## src/core/rtc_port_pkg.sv

```systemverilog
// constants shared by the multiplexed-bus clock host port
package rtc_port_pkg;

    // ****************************************************************
    // clocking
    // ****************************************************************
    localparam int unsigned CLK_HZ          = 50_000_000;
    localparam int unsigned OSC_HZ          = 32_768;
    // one oscillator tick every this many system clocks (rounded down)
    localparam int unsigned OSC_TICK_CYCLES = CLK_HZ / OSC_HZ;
    localparam int unsigned DIV_STAGES      = 15;

    // ****************************************************************
    // register map
    // ****************************************************************
    localparam logic [6:0] REG_CTRL_A  = 7'h0A;
    localparam logic [6:0] REG_CTRL_B  = 7'h0B;
    localparam logic [6:0] REG_STATUS  = 7'h0C;
    localparam logic [6:0] REG_VALID   = 7'h0D;
    localparam logic [6:0] RAM_FIRST   = 7'h0E;
    localparam int unsigned MEM_WORDS  = 128;
    localparam logic [7:0] RAM_FILL    = 8'hFF;

    // ****************************************************************
    // field positions
    // ****************************************************************
    localparam int unsigned A_UIP_BIT  = 7;
    localparam int unsigned B_PIE_BIT  = 6;
    localparam int unsigned B_AIE_BIT  = 5;
    localparam int unsigned B_UIE_BIT  = 4;
    localparam int unsigned B_SQUARE_WAVE_ENABLE_BIT = 3;
    localparam int unsigned C_INTERRUPT_REQUEST_FLAG_BIT = 7;
    localparam int unsigned C_PF_BIT   = 6;
    localparam int unsigned C_AF_BIT   = 5;
    localparam int unsigned C_UF_BIT   = 4;
    localparam int unsigned D_VRT_BIT  = 7;

    // ****************************************************************
    // reset values
    // ****************************************************************
    localparam logic [6:0] CTRL_A_RESET = 7'h00;
    localparam logic [7:0] CTRL_B_RESET = 8'h00;
    localparam logic [2:0] FLAGS_RESET  = 3'h0;

endpackage

```

## src/core/bit_sync2.sv

```systemverilog
// two-flop synchroniser for a group of asynchronous levels
`timescale 1ns/1ps

module bit_sync2 #(
    parameter int unsigned WIDTH = 1
) (
    input  wire logic             i_clk,
    input  wire logic             i_reset,
    input  wire logic [WIDTH-1:0] i_async,
    output logic      [WIDTH-1:0] o_sync
);

    logic [WIDTH-1:0] meta;

    // first stage feeds only the second
    always_ff @(posedge i_clk or posedge i_reset) begin
        if (i_reset) begin
            meta   <= '0;
            o_sync <= '0;
        end else begin
            meta   <= i_async;
            o_sync <= meta;
        end
    end

endmodule

```

## src/core/muxed_bus_rtc_host_port.sv

```systemverilog
// multiplexed address/data host port of a battery-backed real-time clock
// Overview of operation
// - high bus_type_select picks direction-strobe mode, low picks separate strobes.
// - address byte is captured when addr_strobe falls.
// - write data taken on data_strobe fall, or on write strobe rise.
// - read data driven late in cycle per mode's strobe levels.
// - read ends, bus released, on data_strobe fall or rise per mode.
// - access only with chip select low; address still captured without it.
// - below power-fail threshold, chip select is forced inactive.
// - captured address discarded on next addr_strobe rise.
// - direction-strobe mode: direction high is read, low is write.
// - separate-strobe mode: data_strobe is read enable, direction is write enable.
// - reset low with good supply clears enables, periodic and alarm flags, square-wave enable, irq.
// - no bus access while reset is held low.
// - reset leaves time, calendar and RAM bytes alone.
// - irq pulled low while any flag and its enable are both set.
// - reading status releases irq; reset also clears pending periodic and alarm interrupts.
// - ram_clear_n low in backup fills all 114 RAM bytes with ones.
// - square wave is one of 13 divider taps, gated by enable and supply.
// - status and supply-valid registers ignore writes.
`timescale 1ns/1ps

module muxed_bus_rtc_host_port (
    input  wire logic       i_clk,
    input  wire logic       i_reset,
    input  wire logic       i_bus_type_select,
    input  wire logic [7:0] i_shared_addr_data,
    output logic      [7:0] o_shared_addr_data,
    output logic            o_shared_addr_data_oe,
    input  wire logic       i_addr_strobe,
    input  wire logic       i_data_strobe,
    input  wire logic       i_read_write,
    input  wire logic       i_chip_select_n,
    input  wire logic       i_reset_n,
    input  wire logic       i_ram_clear_n,
    input  wire logic       i_power_fail,
    input  wire logic       i_supply_valid,
    input  wire logic       i_update_in_progress,
    input  wire logic       i_periodic_event,
    input  wire logic       i_alarm_event,
    input  wire logic       i_update_event,
    output logic            o_irq_n,
    output logic            o_irq_n_oe,
    output logic            o_square_wave_out,
    output logic      [6:0] o_control_a,
    output logic      [7:0] o_control_b
);
    import rtc_port_pkg::*;

    // ****************************************************************
    // pin synchronisation
    // ****************************************************************
    localparam int unsigned SW = 15;

    logic [SW-1:0] pins_sync;
    logic [SW-1:0] pins_prev;

    // all bus pins pass two flops before use
    bit_sync2 #(
        .WIDTH (SW)
    ) u_pin_sync (
        .i_clk   (i_clk),
        .i_reset (i_reset),
        .i_async ({i_bus_type_select, i_addr_strobe, i_data_strobe,
                   i_read_write, i_chip_select_n, i_reset_n,
                   i_ram_clear_n, i_shared_addr_data}),
        .o_sync  (pins_sync)
    );

    logic       bus_type;
    logic       as_s;
    logic       ds_s;
    logic       rw_s;
    logic       cs_n_s;
    logic       rst_n_s;
    logic       clr_n_s;
    logic [7:0] ad_s;
    logic       as_p;
    logic       ds_p;
    logic       rw_p;
    logic       cs_n_p;
    logic [7:0] ad_p;

    assign {bus_type, as_s, ds_s, rw_s, cs_n_s, rst_n_s, clr_n_s, ad_s} = pins_sync;
    assign {as_p, ds_p, rw_p, cs_n_p, ad_p} = {pins_prev[13:10], pins_prev[7:0]};

    // previous synchronised levels for edge detection
    always_ff @(posedge i_clk or posedge i_reset) begin
        if (i_reset) begin
            pins_prev <= '0;
        end else begin
            pins_prev <= pins_sync;
        end
    end

    // ****************************************************************
    // bus decode
    // ****************************************************************
    logic       dev_reset;
    logic       sel_now;
    logic       sel_prev;
    logic       addr_valid;
    logic [6:0] addr;
    logic       as_fall;
    logic       as_rise;
    logic       read_drive;
    logic       write_take;
    logic       read_end;

    // reset pin only acts while supply is good
    assign dev_reset = ~rst_n_s & ~i_power_fail;
    assign as_fall   = as_p & ~as_s;
    assign as_rise   = ~as_p & as_s;

    // power fail and reset pin mask chip select
    assign sel_now  = ~cs_n_s & ~i_power_fail & rst_n_s & addr_valid;
    assign sel_prev = ~cs_n_p & ~i_power_fail & rst_n_s & addr_valid;

    // mode-dependent strobe meaning
    always_comb begin
        if (bus_type) begin
            read_drive = sel_now & ds_s & rw_s;
            write_take = sel_prev & ds_p & ~ds_s & ~rw_p;
            read_end   = sel_prev & ds_p & ~ds_s & rw_p;
        end else begin
            read_drive = sel_now & ~ds_s & rw_s;
            write_take = sel_prev & ~rw_p & rw_s;
            read_end   = sel_prev & ~ds_p & ds_s;
        end
    end

    // bus released as soon as the read strobe ends
    assign o_shared_addr_data_oe = read_drive;

    logic       next_addr_valid;
    logic [6:0] next_addr;

    // address latch: captured on fall, discarded on rise
    always_comb begin
        next_addr_valid = addr_valid;
        next_addr       = addr;
        if (as_fall) begin
            next_addr_valid = 1'b1;
            next_addr       = ad_p[6:0];
        end else if (as_rise) begin
            next_addr_valid = 1'b0;
        end
    end

    always_ff @(posedge i_clk or posedge i_reset) begin
        if (i_reset) begin
            addr_valid <= 1'b0;
            addr       <= 7'h00;
        end else begin
            addr_valid <= next_addr_valid;
            addr       <= next_addr;
        end
    end

    // ****************************************************************
    // control and status registers
    // ****************************************************************
    logic [6:0] ctrl_a;
    logic [7:0] ctrl_b;
    logic [2:0] flags;
    logic       irq_active;
    logic [6:0] next_ctrl_a;
    logic [7:0] next_ctrl_b;
    logic [2:0] next_flags;
    logic       next_irq_active;
    logic [2:0] enables;
    logic       status_read;

    assign enables     = {ctrl_b[B_PIE_BIT], ctrl_b[B_AIE_BIT], ctrl_b[B_UIE_BIT]};
    assign status_read = read_end & (addr == REG_STATUS);

    // register writes, flag set/clear and reset-pin clears
    always_comb begin
        next_ctrl_a = ctrl_a;
        next_ctrl_b = ctrl_b;
        next_flags  = flags;
        if (write_take && addr == REG_CTRL_A) begin
            next_ctrl_a = ad_p[6:0];
        end
        if (write_take && addr == REG_CTRL_B) begin
            next_ctrl_b = ad_p;
        end
        // status and supply-valid writes fall through unused
        if (status_read) begin
            next_flags = 3'h0;
        end
        // an event in the clearing cycle survives
        next_flags = next_flags | {i_periodic_event, i_alarm_event, i_update_event};
        if (dev_reset) begin
            next_ctrl_b[B_PIE_BIT]  = 1'b0;
            next_ctrl_b[B_AIE_BIT]  = 1'b0;
            next_ctrl_b[B_UIE_BIT]  = 1'b0;
            next_ctrl_b[B_SQUARE_WAVE_ENABLE_BIT] = 1'b0;
            next_flags[2:1]         = 2'b00;
        end
        // request follows any flag paired with its enable
        next_irq_active = |(next_flags & {next_ctrl_b[B_PIE_BIT],
                                          next_ctrl_b[B_AIE_BIT],
                                          next_ctrl_b[B_UIE_BIT]});
    end

    always_ff @(posedge i_clk or posedge i_reset) begin
        if (i_reset) begin
            ctrl_a     <= CTRL_A_RESET;
            ctrl_b     <= CTRL_B_RESET;
            flags      <= FLAGS_RESET;
            irq_active <= 1'b0;
        end else begin
            ctrl_a     <= next_ctrl_a;
            ctrl_b     <= next_ctrl_b;
            flags      <= next_flags;
            irq_active <= next_irq_active;
        end
    end

    // open drain: pull low or float
    assign o_irq_n     = 1'b0;
    assign o_irq_n_oe  = irq_active;
    assign o_control_a = ctrl_a;
    assign o_control_b = ctrl_b;

    // ****************************************************************
    // clock bytes and general-purpose RAM
    // ****************************************************************
    logic [7:0] mem [MEM_WORDS];
    logic       mem_addr;

    assign mem_addr = (addr < REG_CTRL_A) || (addr >= RAM_FIRST);

    // reset pin never touches this array
    always_ff @(posedge i_clk) begin
        if (i_power_fail && !clr_n_s) begin
            for (int i = int'(RAM_FIRST); i < MEM_WORDS; i++) begin
                mem[i] <= RAM_FILL;
            end
        end else if (write_take && mem_addr) begin
            mem[addr] <= ad_p;
        end
    end

    // ****************************************************************
    // read data
    // ****************************************************************
    logic [7:0] rd_data;
    logic [7:0] next_rd_data;

    // read mux, registered ahead of the drive window
    always_comb begin
        next_rd_data = 8'h00;
        unique case (addr)
            REG_CTRL_A: next_rd_data = {i_update_in_progress, ctrl_a};
            REG_CTRL_B: next_rd_data = ctrl_b;
            REG_STATUS: next_rd_data = {irq_active, flags, 4'h0};
            REG_VALID:  next_rd_data = {i_supply_valid, 7'h00};
            default:    next_rd_data = mem[addr];
        endcase
    end

    always_ff @(posedge i_clk or posedge i_reset) begin
        if (i_reset) begin
            rd_data <= 8'h00;
        end else begin
            rd_data <= next_rd_data;
        end
    end

    assign o_shared_addr_data = rd_data;

    // ****************************************************************
    // oscillator tick and divider chain
    // ****************************************************************
    localparam logic [10:0] TICK_LAST = 11'(OSC_TICK_CYCLES - 1);

    logic [10:0]           tick_cnt;
    logic [DIV_STAGES-1:0] chain;
    logic                  sq_out;
    logic [10:0]           next_tick_cnt;
    logic [DIV_STAGES-1:0] next_chain;
    logic                  next_sq_out;
    logic                  tap;

    // tap chosen by the rate field, rate zero gives none
    always_comb begin
        unique case (ctrl_a[3:0])
            4'h0:    tap = 1'b0;
            4'h1:    tap = chain[6];
            4'h2:    tap = chain[7];
            default: tap = chain[ctrl_a[3:0] - 4'h2];
        endcase
    end

    always_comb begin
        next_tick_cnt = tick_cnt + 11'h001;
        next_chain    = chain;
        if (tick_cnt == TICK_LAST) begin
            next_tick_cnt = 11'h000;
            next_chain    = chain + 15'h0001;
        end
        // gated by enable and supply
        next_sq_out = tap & ctrl_b[B_SQUARE_WAVE_ENABLE_BIT] & ~i_power_fail;
    end

    always_ff @(posedge i_clk or posedge i_reset) begin
        if (i_reset) begin
            tick_cnt <= 11'h000;
            chain    <= 15'h0000;
            sq_out   <= 1'b0;
        end else begin
            tick_cnt <= next_tick_cnt;
            chain    <= next_chain;
            sq_out   <= next_sq_out;
        end
    end

    assign o_square_wave_out = sq_out;

endmodule

```

## config.mk

```make
export PLATFORM = sky130hd
export DESIGN_NAME = muxed_bus_rtc_host_port
export DESIGN_NICKNAME = d
export VERILOG_FILES = /design/src/core/rtc_port_pkg.sv /design/src/core/bit_sync2.sv /design/src/core/muxed_bus_rtc_host_port.sv
export SDC_FILE = /design/constraint.sdc
export NUM_CORES = 2
export LEC_CHECK = 0
export ABC_CLOCK_PERIOD_IN_PS = 6100
export BUFFER_PORTS_ARGS = -buffer_cell sky130_fd_sc_hd__buf_4
export CELL_PAD_IN_SITES_DETAIL_PLACEMENT = 1
export CELL_PAD_IN_SITES_GLOBAL_PLACEMENT = 1
export CORE_AREA = 2 2 329 331
export CTS_CLUSTER_DIAMETER = 120
export DETAILED_ROUTE_END_ITERATION = 16
export DIE_AREA = 0 0 331 333
export PLACE_DENSITY = 0.83
export SLEW_MARGIN = 20
export SYNTH_ARGS = -nofsm -noshare
export SYNTH_HDL_FRONTEND = slang
export SYNTH_SLANG_ARGS = --single-unit
```

## constraint.sdc

```tcl
create_clock -name i_clk -period 6.1 [get_ports i_clk]
set_clock_uncertainty 0.1 [all_clocks]
set_input_delay 0.305 -clock i_clk [delete_from_list [all_inputs] [get_ports i_clk]]
set_output_delay 0.305 -clock i_clk [all_outputs]
set_load 0.1 [all_outputs]
```

==> results by group <==
Timing
  • Least-Margin Pin Slew: 1.24 ns
  • Crit path time final: 4.53 ns
  • Final hold vios: 0
  • RSZ-0062 raised after global routing: no
  • Rel. slew slack: 16.5%
  • Fmax: 221 MHz
  • Final Cycle Share: 74.3%
  • Fin. max-slew vios: 0
  • Setup violators final: 0
  • Total Neg Setup Slack: 0 ns

Routing
  • DRC viols: 0
  • Initial DRC count: 5742
  • Post-route ant nets: 0
  • Vias: 34.9k
  • Drt pass-1 iters: 6
  • WL final: 168000 microns
  • Drt wl/cell: 33.4 microns
  • Via density: 6.94

Floorplan
  • Die area: 0.110 sq mm
  • Initial Util: 47.7%
  • Die Y: 333 microns
  • Die width: 331 microns
  • IO Count: 50
  • Row cnt: 120
  • Core ar.: 0.107 sq mm

Pwr
  • PD cells: 319 mW/mm^2
  • Cell leakage power: 0.0142 uW
  • VDD IR max: 0.272 mV

Place
  • # placed instances: 4787
  • Post-DP HPWL: 99100 microns
  • RePlAce Congestion: 0.884
  • Number of port buffers: 48

Logic synthesis
  • Seq/Total Area, Yosys: 65.6%
  • Number of synthesized flops with an enable pin: 1024
  • Post-synth top area cell: edfxtp_1
  • Synth cell types: 76
  • Flop and latch count out of synthesis: 1128
  • Mapped Area: 0.0509 sq mm
  • Ys Warns: 0
  • Syn avg cell area: 14.0 sq um
  • Synthesized netlist cell count: 3636
  • Post-synth top area share: 60.5%
  • Top area cells in the synthesized netlist: edfxtp_1 (60%), or3_1 (11%), mux4_2 (5.8%)
  • Post-synth ARST share: 9.22%
  • Dominant synthesized flop cell: edfxtp_1

Clock tree
  • CTS Root Cell: clkbuf_16
  • Num CTS Buffers: 115
  • CTS tree: yes
  • Reg clk slew, reported paths: 0.06 ns
  • Hold Buf Count CTS: 20
  • Post-CTS Setup Inserts: 0
  • Total clock sinks: 1128
  • CTS HTree Levels: 3
  • Clk buf depth: 3
  • Post-CTS Resized: 0
  • Clk_lat worst skew: 0.72 ns

Final layout
  • Final Non-Filler Cells: 5024
  • Layout Utilization: 52.8%
  • Final nets: 3550
  • Share of layout cells above drive strength 1: 15.9%
  • P&R area growth vs syn: 10.8%
  • Fillcell total: 10.2k

Worst setup path
  • Type of origin of the critical path: register
  • Crit. Startpoint: addr[1]
  • FF-to-FF Start: addr[1]
  • CP required: 6.57 ns
  • CP Capture Type: register
  • CP arrival: 5.00 ns
  • Worst setup path endpoint: o_shared_addr_data[4]
  • Flop2flop setup slack: 1.57 ns
  • Reg2Reg Depth: 8
  • Kind of critical path: reg2reg
  • CP max FO: 100
  • R2R Path End: o_shared_addr_data[4]

Global routing
  • Vias in the first global route: 35.7k
  • Pin count of the biggest net entering global routing: 118
  • Gr ovfl total: 0
  • GRT Resource Usage Total: 30.4%
  • Initial antenna violation count: 12
  • First-pass GRT wire length: 248000 microns

Flow run
  • MaxCap Viol Count: 0

Run status
  • Status: complete, no violations

Min path
  • Hold Path Class: in2async
## power by group
part / internal (uW) / total [uW] / switching [uW]
logic: 516 / 1990 / 1470
registers: 8480 / 8660 / 183
clock network: 4230 / 7350 / 3120
total: 13200 / 18000 / 4780
## logic make-up (layout without fill, tap and decap cells)
| logic type | after synthesis | count (layout) | synth area share (%) |
|---|---|---|---|
| flip-flops | 1128 | 1128 | 65.6 |
| adder cells (fa/ha/maj) | 6 | 6 | 0.148 |
| AND/OR/NAND/NOR | 1203 | 1203 | 13.9 |
| AO/OA/AOI/OAI | 533 | 533 | 7.38 |
| XOR/XNOR | 23 | 23 | 0.396 |
| other | 1 | 39 | 0.00737 |
| buffers and inverters | 480 | 427 | 4.13 |
| multiplexers | 262 | 262 | 8.50 |
## flip-flops by register name, indices dropped and copies added, names as in the netlist
name and flops:
o_square_wave_out 1, mem 1024, flags 3, o_control_a 7, o_shared_addr_data 8, chain 15
u_pin_sync.meta 15, o_control_b 8, o_irq_n_oe 1, addr_valid 1, addr 7, pins_prev 12
tick_cnt 11, u_pin_sync.o_sync 15
## cell type report
| cell class | count | area (sq um) | share of cell area (%) |
|---|---|---|---|
| Antenna cell | 6 | 15.0 | 0.0267 |
| Clock buffer | 143 | 3070 | 5.44 |
| Clock inverter | 68 | 763 | 1.35 |
| Inverter | 17 | 68.8 | 0.122 |
| Multi-Input combinational cell | 2060 | 15600 | 27.7 |
| Sequential cell | 1128 | 33400 | 59.3 |
| Tap cell | 1403 | 1760 | 3.12 |
| Timing Repair Buffer | 199 | 1640 | 2.92 |
## worst max-delay path, cell delays in order (launching register included)
cell and delay (ns):
dfrtp_4 0.79, buf_12 0.42, inv_2 0.40, nand2_1 0.63, o21ai_0 0.18, a2111oi_0 0.82, nor4_1 0.14, a21oi_1 0.36
a41oi_1 0.18
## metrics by stage
step | power (uW) | setup WS [ns] | hold slack, ns | area, sq um
finish | 18000 | 1.57 | 0.103 | 56300
global route | 18300 | 1.54 | 0.146 | 56300
CTS | 17900 | 1.55 | 0.0897 | 56300
detailed placement | 10700 | 1.62 | 0.236 | 52300
global placement | 10600 | 1.90 | 0.233 | 52300
floorplan | 9940 | 2.05 | 0.231 | 51000
## Yosys cell counts (all sizes together) (9+ instances only)
cell type / n
mux2: 48
buf: 119
o21ai: 185
nand2: 102
mux4: 131
o221a: 10
xnor2: 11
nor2: 98
a31oi: 16
a22o: 16
a2111oi: 17
inv: 17
xor2: 12
edfxtp: 1024
nor3: 11
a221o: 20
a221oi: 135
clkbuf: 344
mux2i: 83
nand2b: 9
a211oi: 15
o221ai: 17
dfrtp: 104
a21oi: 50
or3: 913
nand3: 22
a22oi: 13
## cell usage in the layout (no fill, tap or decap), types with 7 or more instances in the layout
cell | netlist | final
a2111oi_0 | 16 | 14
a211oi_1 | 15 | 15
a21oi_1 | 50 | 50
a221o_1 | 20 | 20
a221oi_1 | 135 | 135
a22o_1 | 16 | 16
a22oi_1 | 13 | 13
a31oi_1 | 16 | 16
and3_1 | 8 | 8
buf_12 | 0 | 8
buf_4 | 24 | 171
bufinv_16 | 0 | 16
clkbuf_1 | 344 | 23
clkbuf_16 | 0 | 118
clkinv_1 | 0 | 26
clkinv_2 | 0 | 18
conb_1 | 1 | 33
dfrtp_1 | 104 | 92
dfrtp_4 | 0 | 11
dlygate4sd3_1 | 0 | 20
edfxtp_1 | 1024 | 1024
inv_1 | 12 | 11
mux2_2 | 48 | 48
mux2i_1 | 83 | 83
mux4_2 | 131 | 131
nand2_1 | 99 | 97
nand2b_1 | 9 | 8
nand3_1 | 19 | 18
nand4_1 | 7 | 7
nor2_1 | 95 | 94
nor3_1 | 11 | 10
nor4_1 | 7 | 7
o21ai_0 | 183 | 111
o21ai_1 | 1 | 73
o221a_2 | 10 | 10
o221ai_1 | 17 | 17
or3_1 | 913 | 913
xnor2_1 | 11 | 11
xor2_1 | 12 | 12
## worst min path at each step
stage / cells after the start / from / end
2_1_floorplan: 0 / u_pin_sync.o_sync[0] / pins_prev[0]
3_3_place_gp: 0 / u_pin_sync.meta[7] / u_pin_sync.o_sync[7]
3_5_place_dp: 0 / u_pin_sync.o_sync[7] / pins_prev[7]
4_1_cts: 3 / i_reset / u_pin_sync.meta[7]
5_1_grt: 3 / i_reset / tick_cnt[8]
6_report: 3 / i_reset / tick_cnt[1]
## routing by layer
| metal | track usage, % | up-vias | part of all wire (%) | wire (microns) |
|---|---|---|---|---|
| met2 | 47.9 | 2496 | 47 | 79300 |
| met1 | 40.5 | 17800 | 36 | 59600 |
| met4 | 13.3 | 12 | 5.1 | 8470 |
| met3 | 6.99 | 580 | 12 | 20300 |
| met5 | 0 | - | 0.053 | 89 |
| li1 | - | 14000 | - | - |
Note: power is estimated with default switching activity, not from simulation.
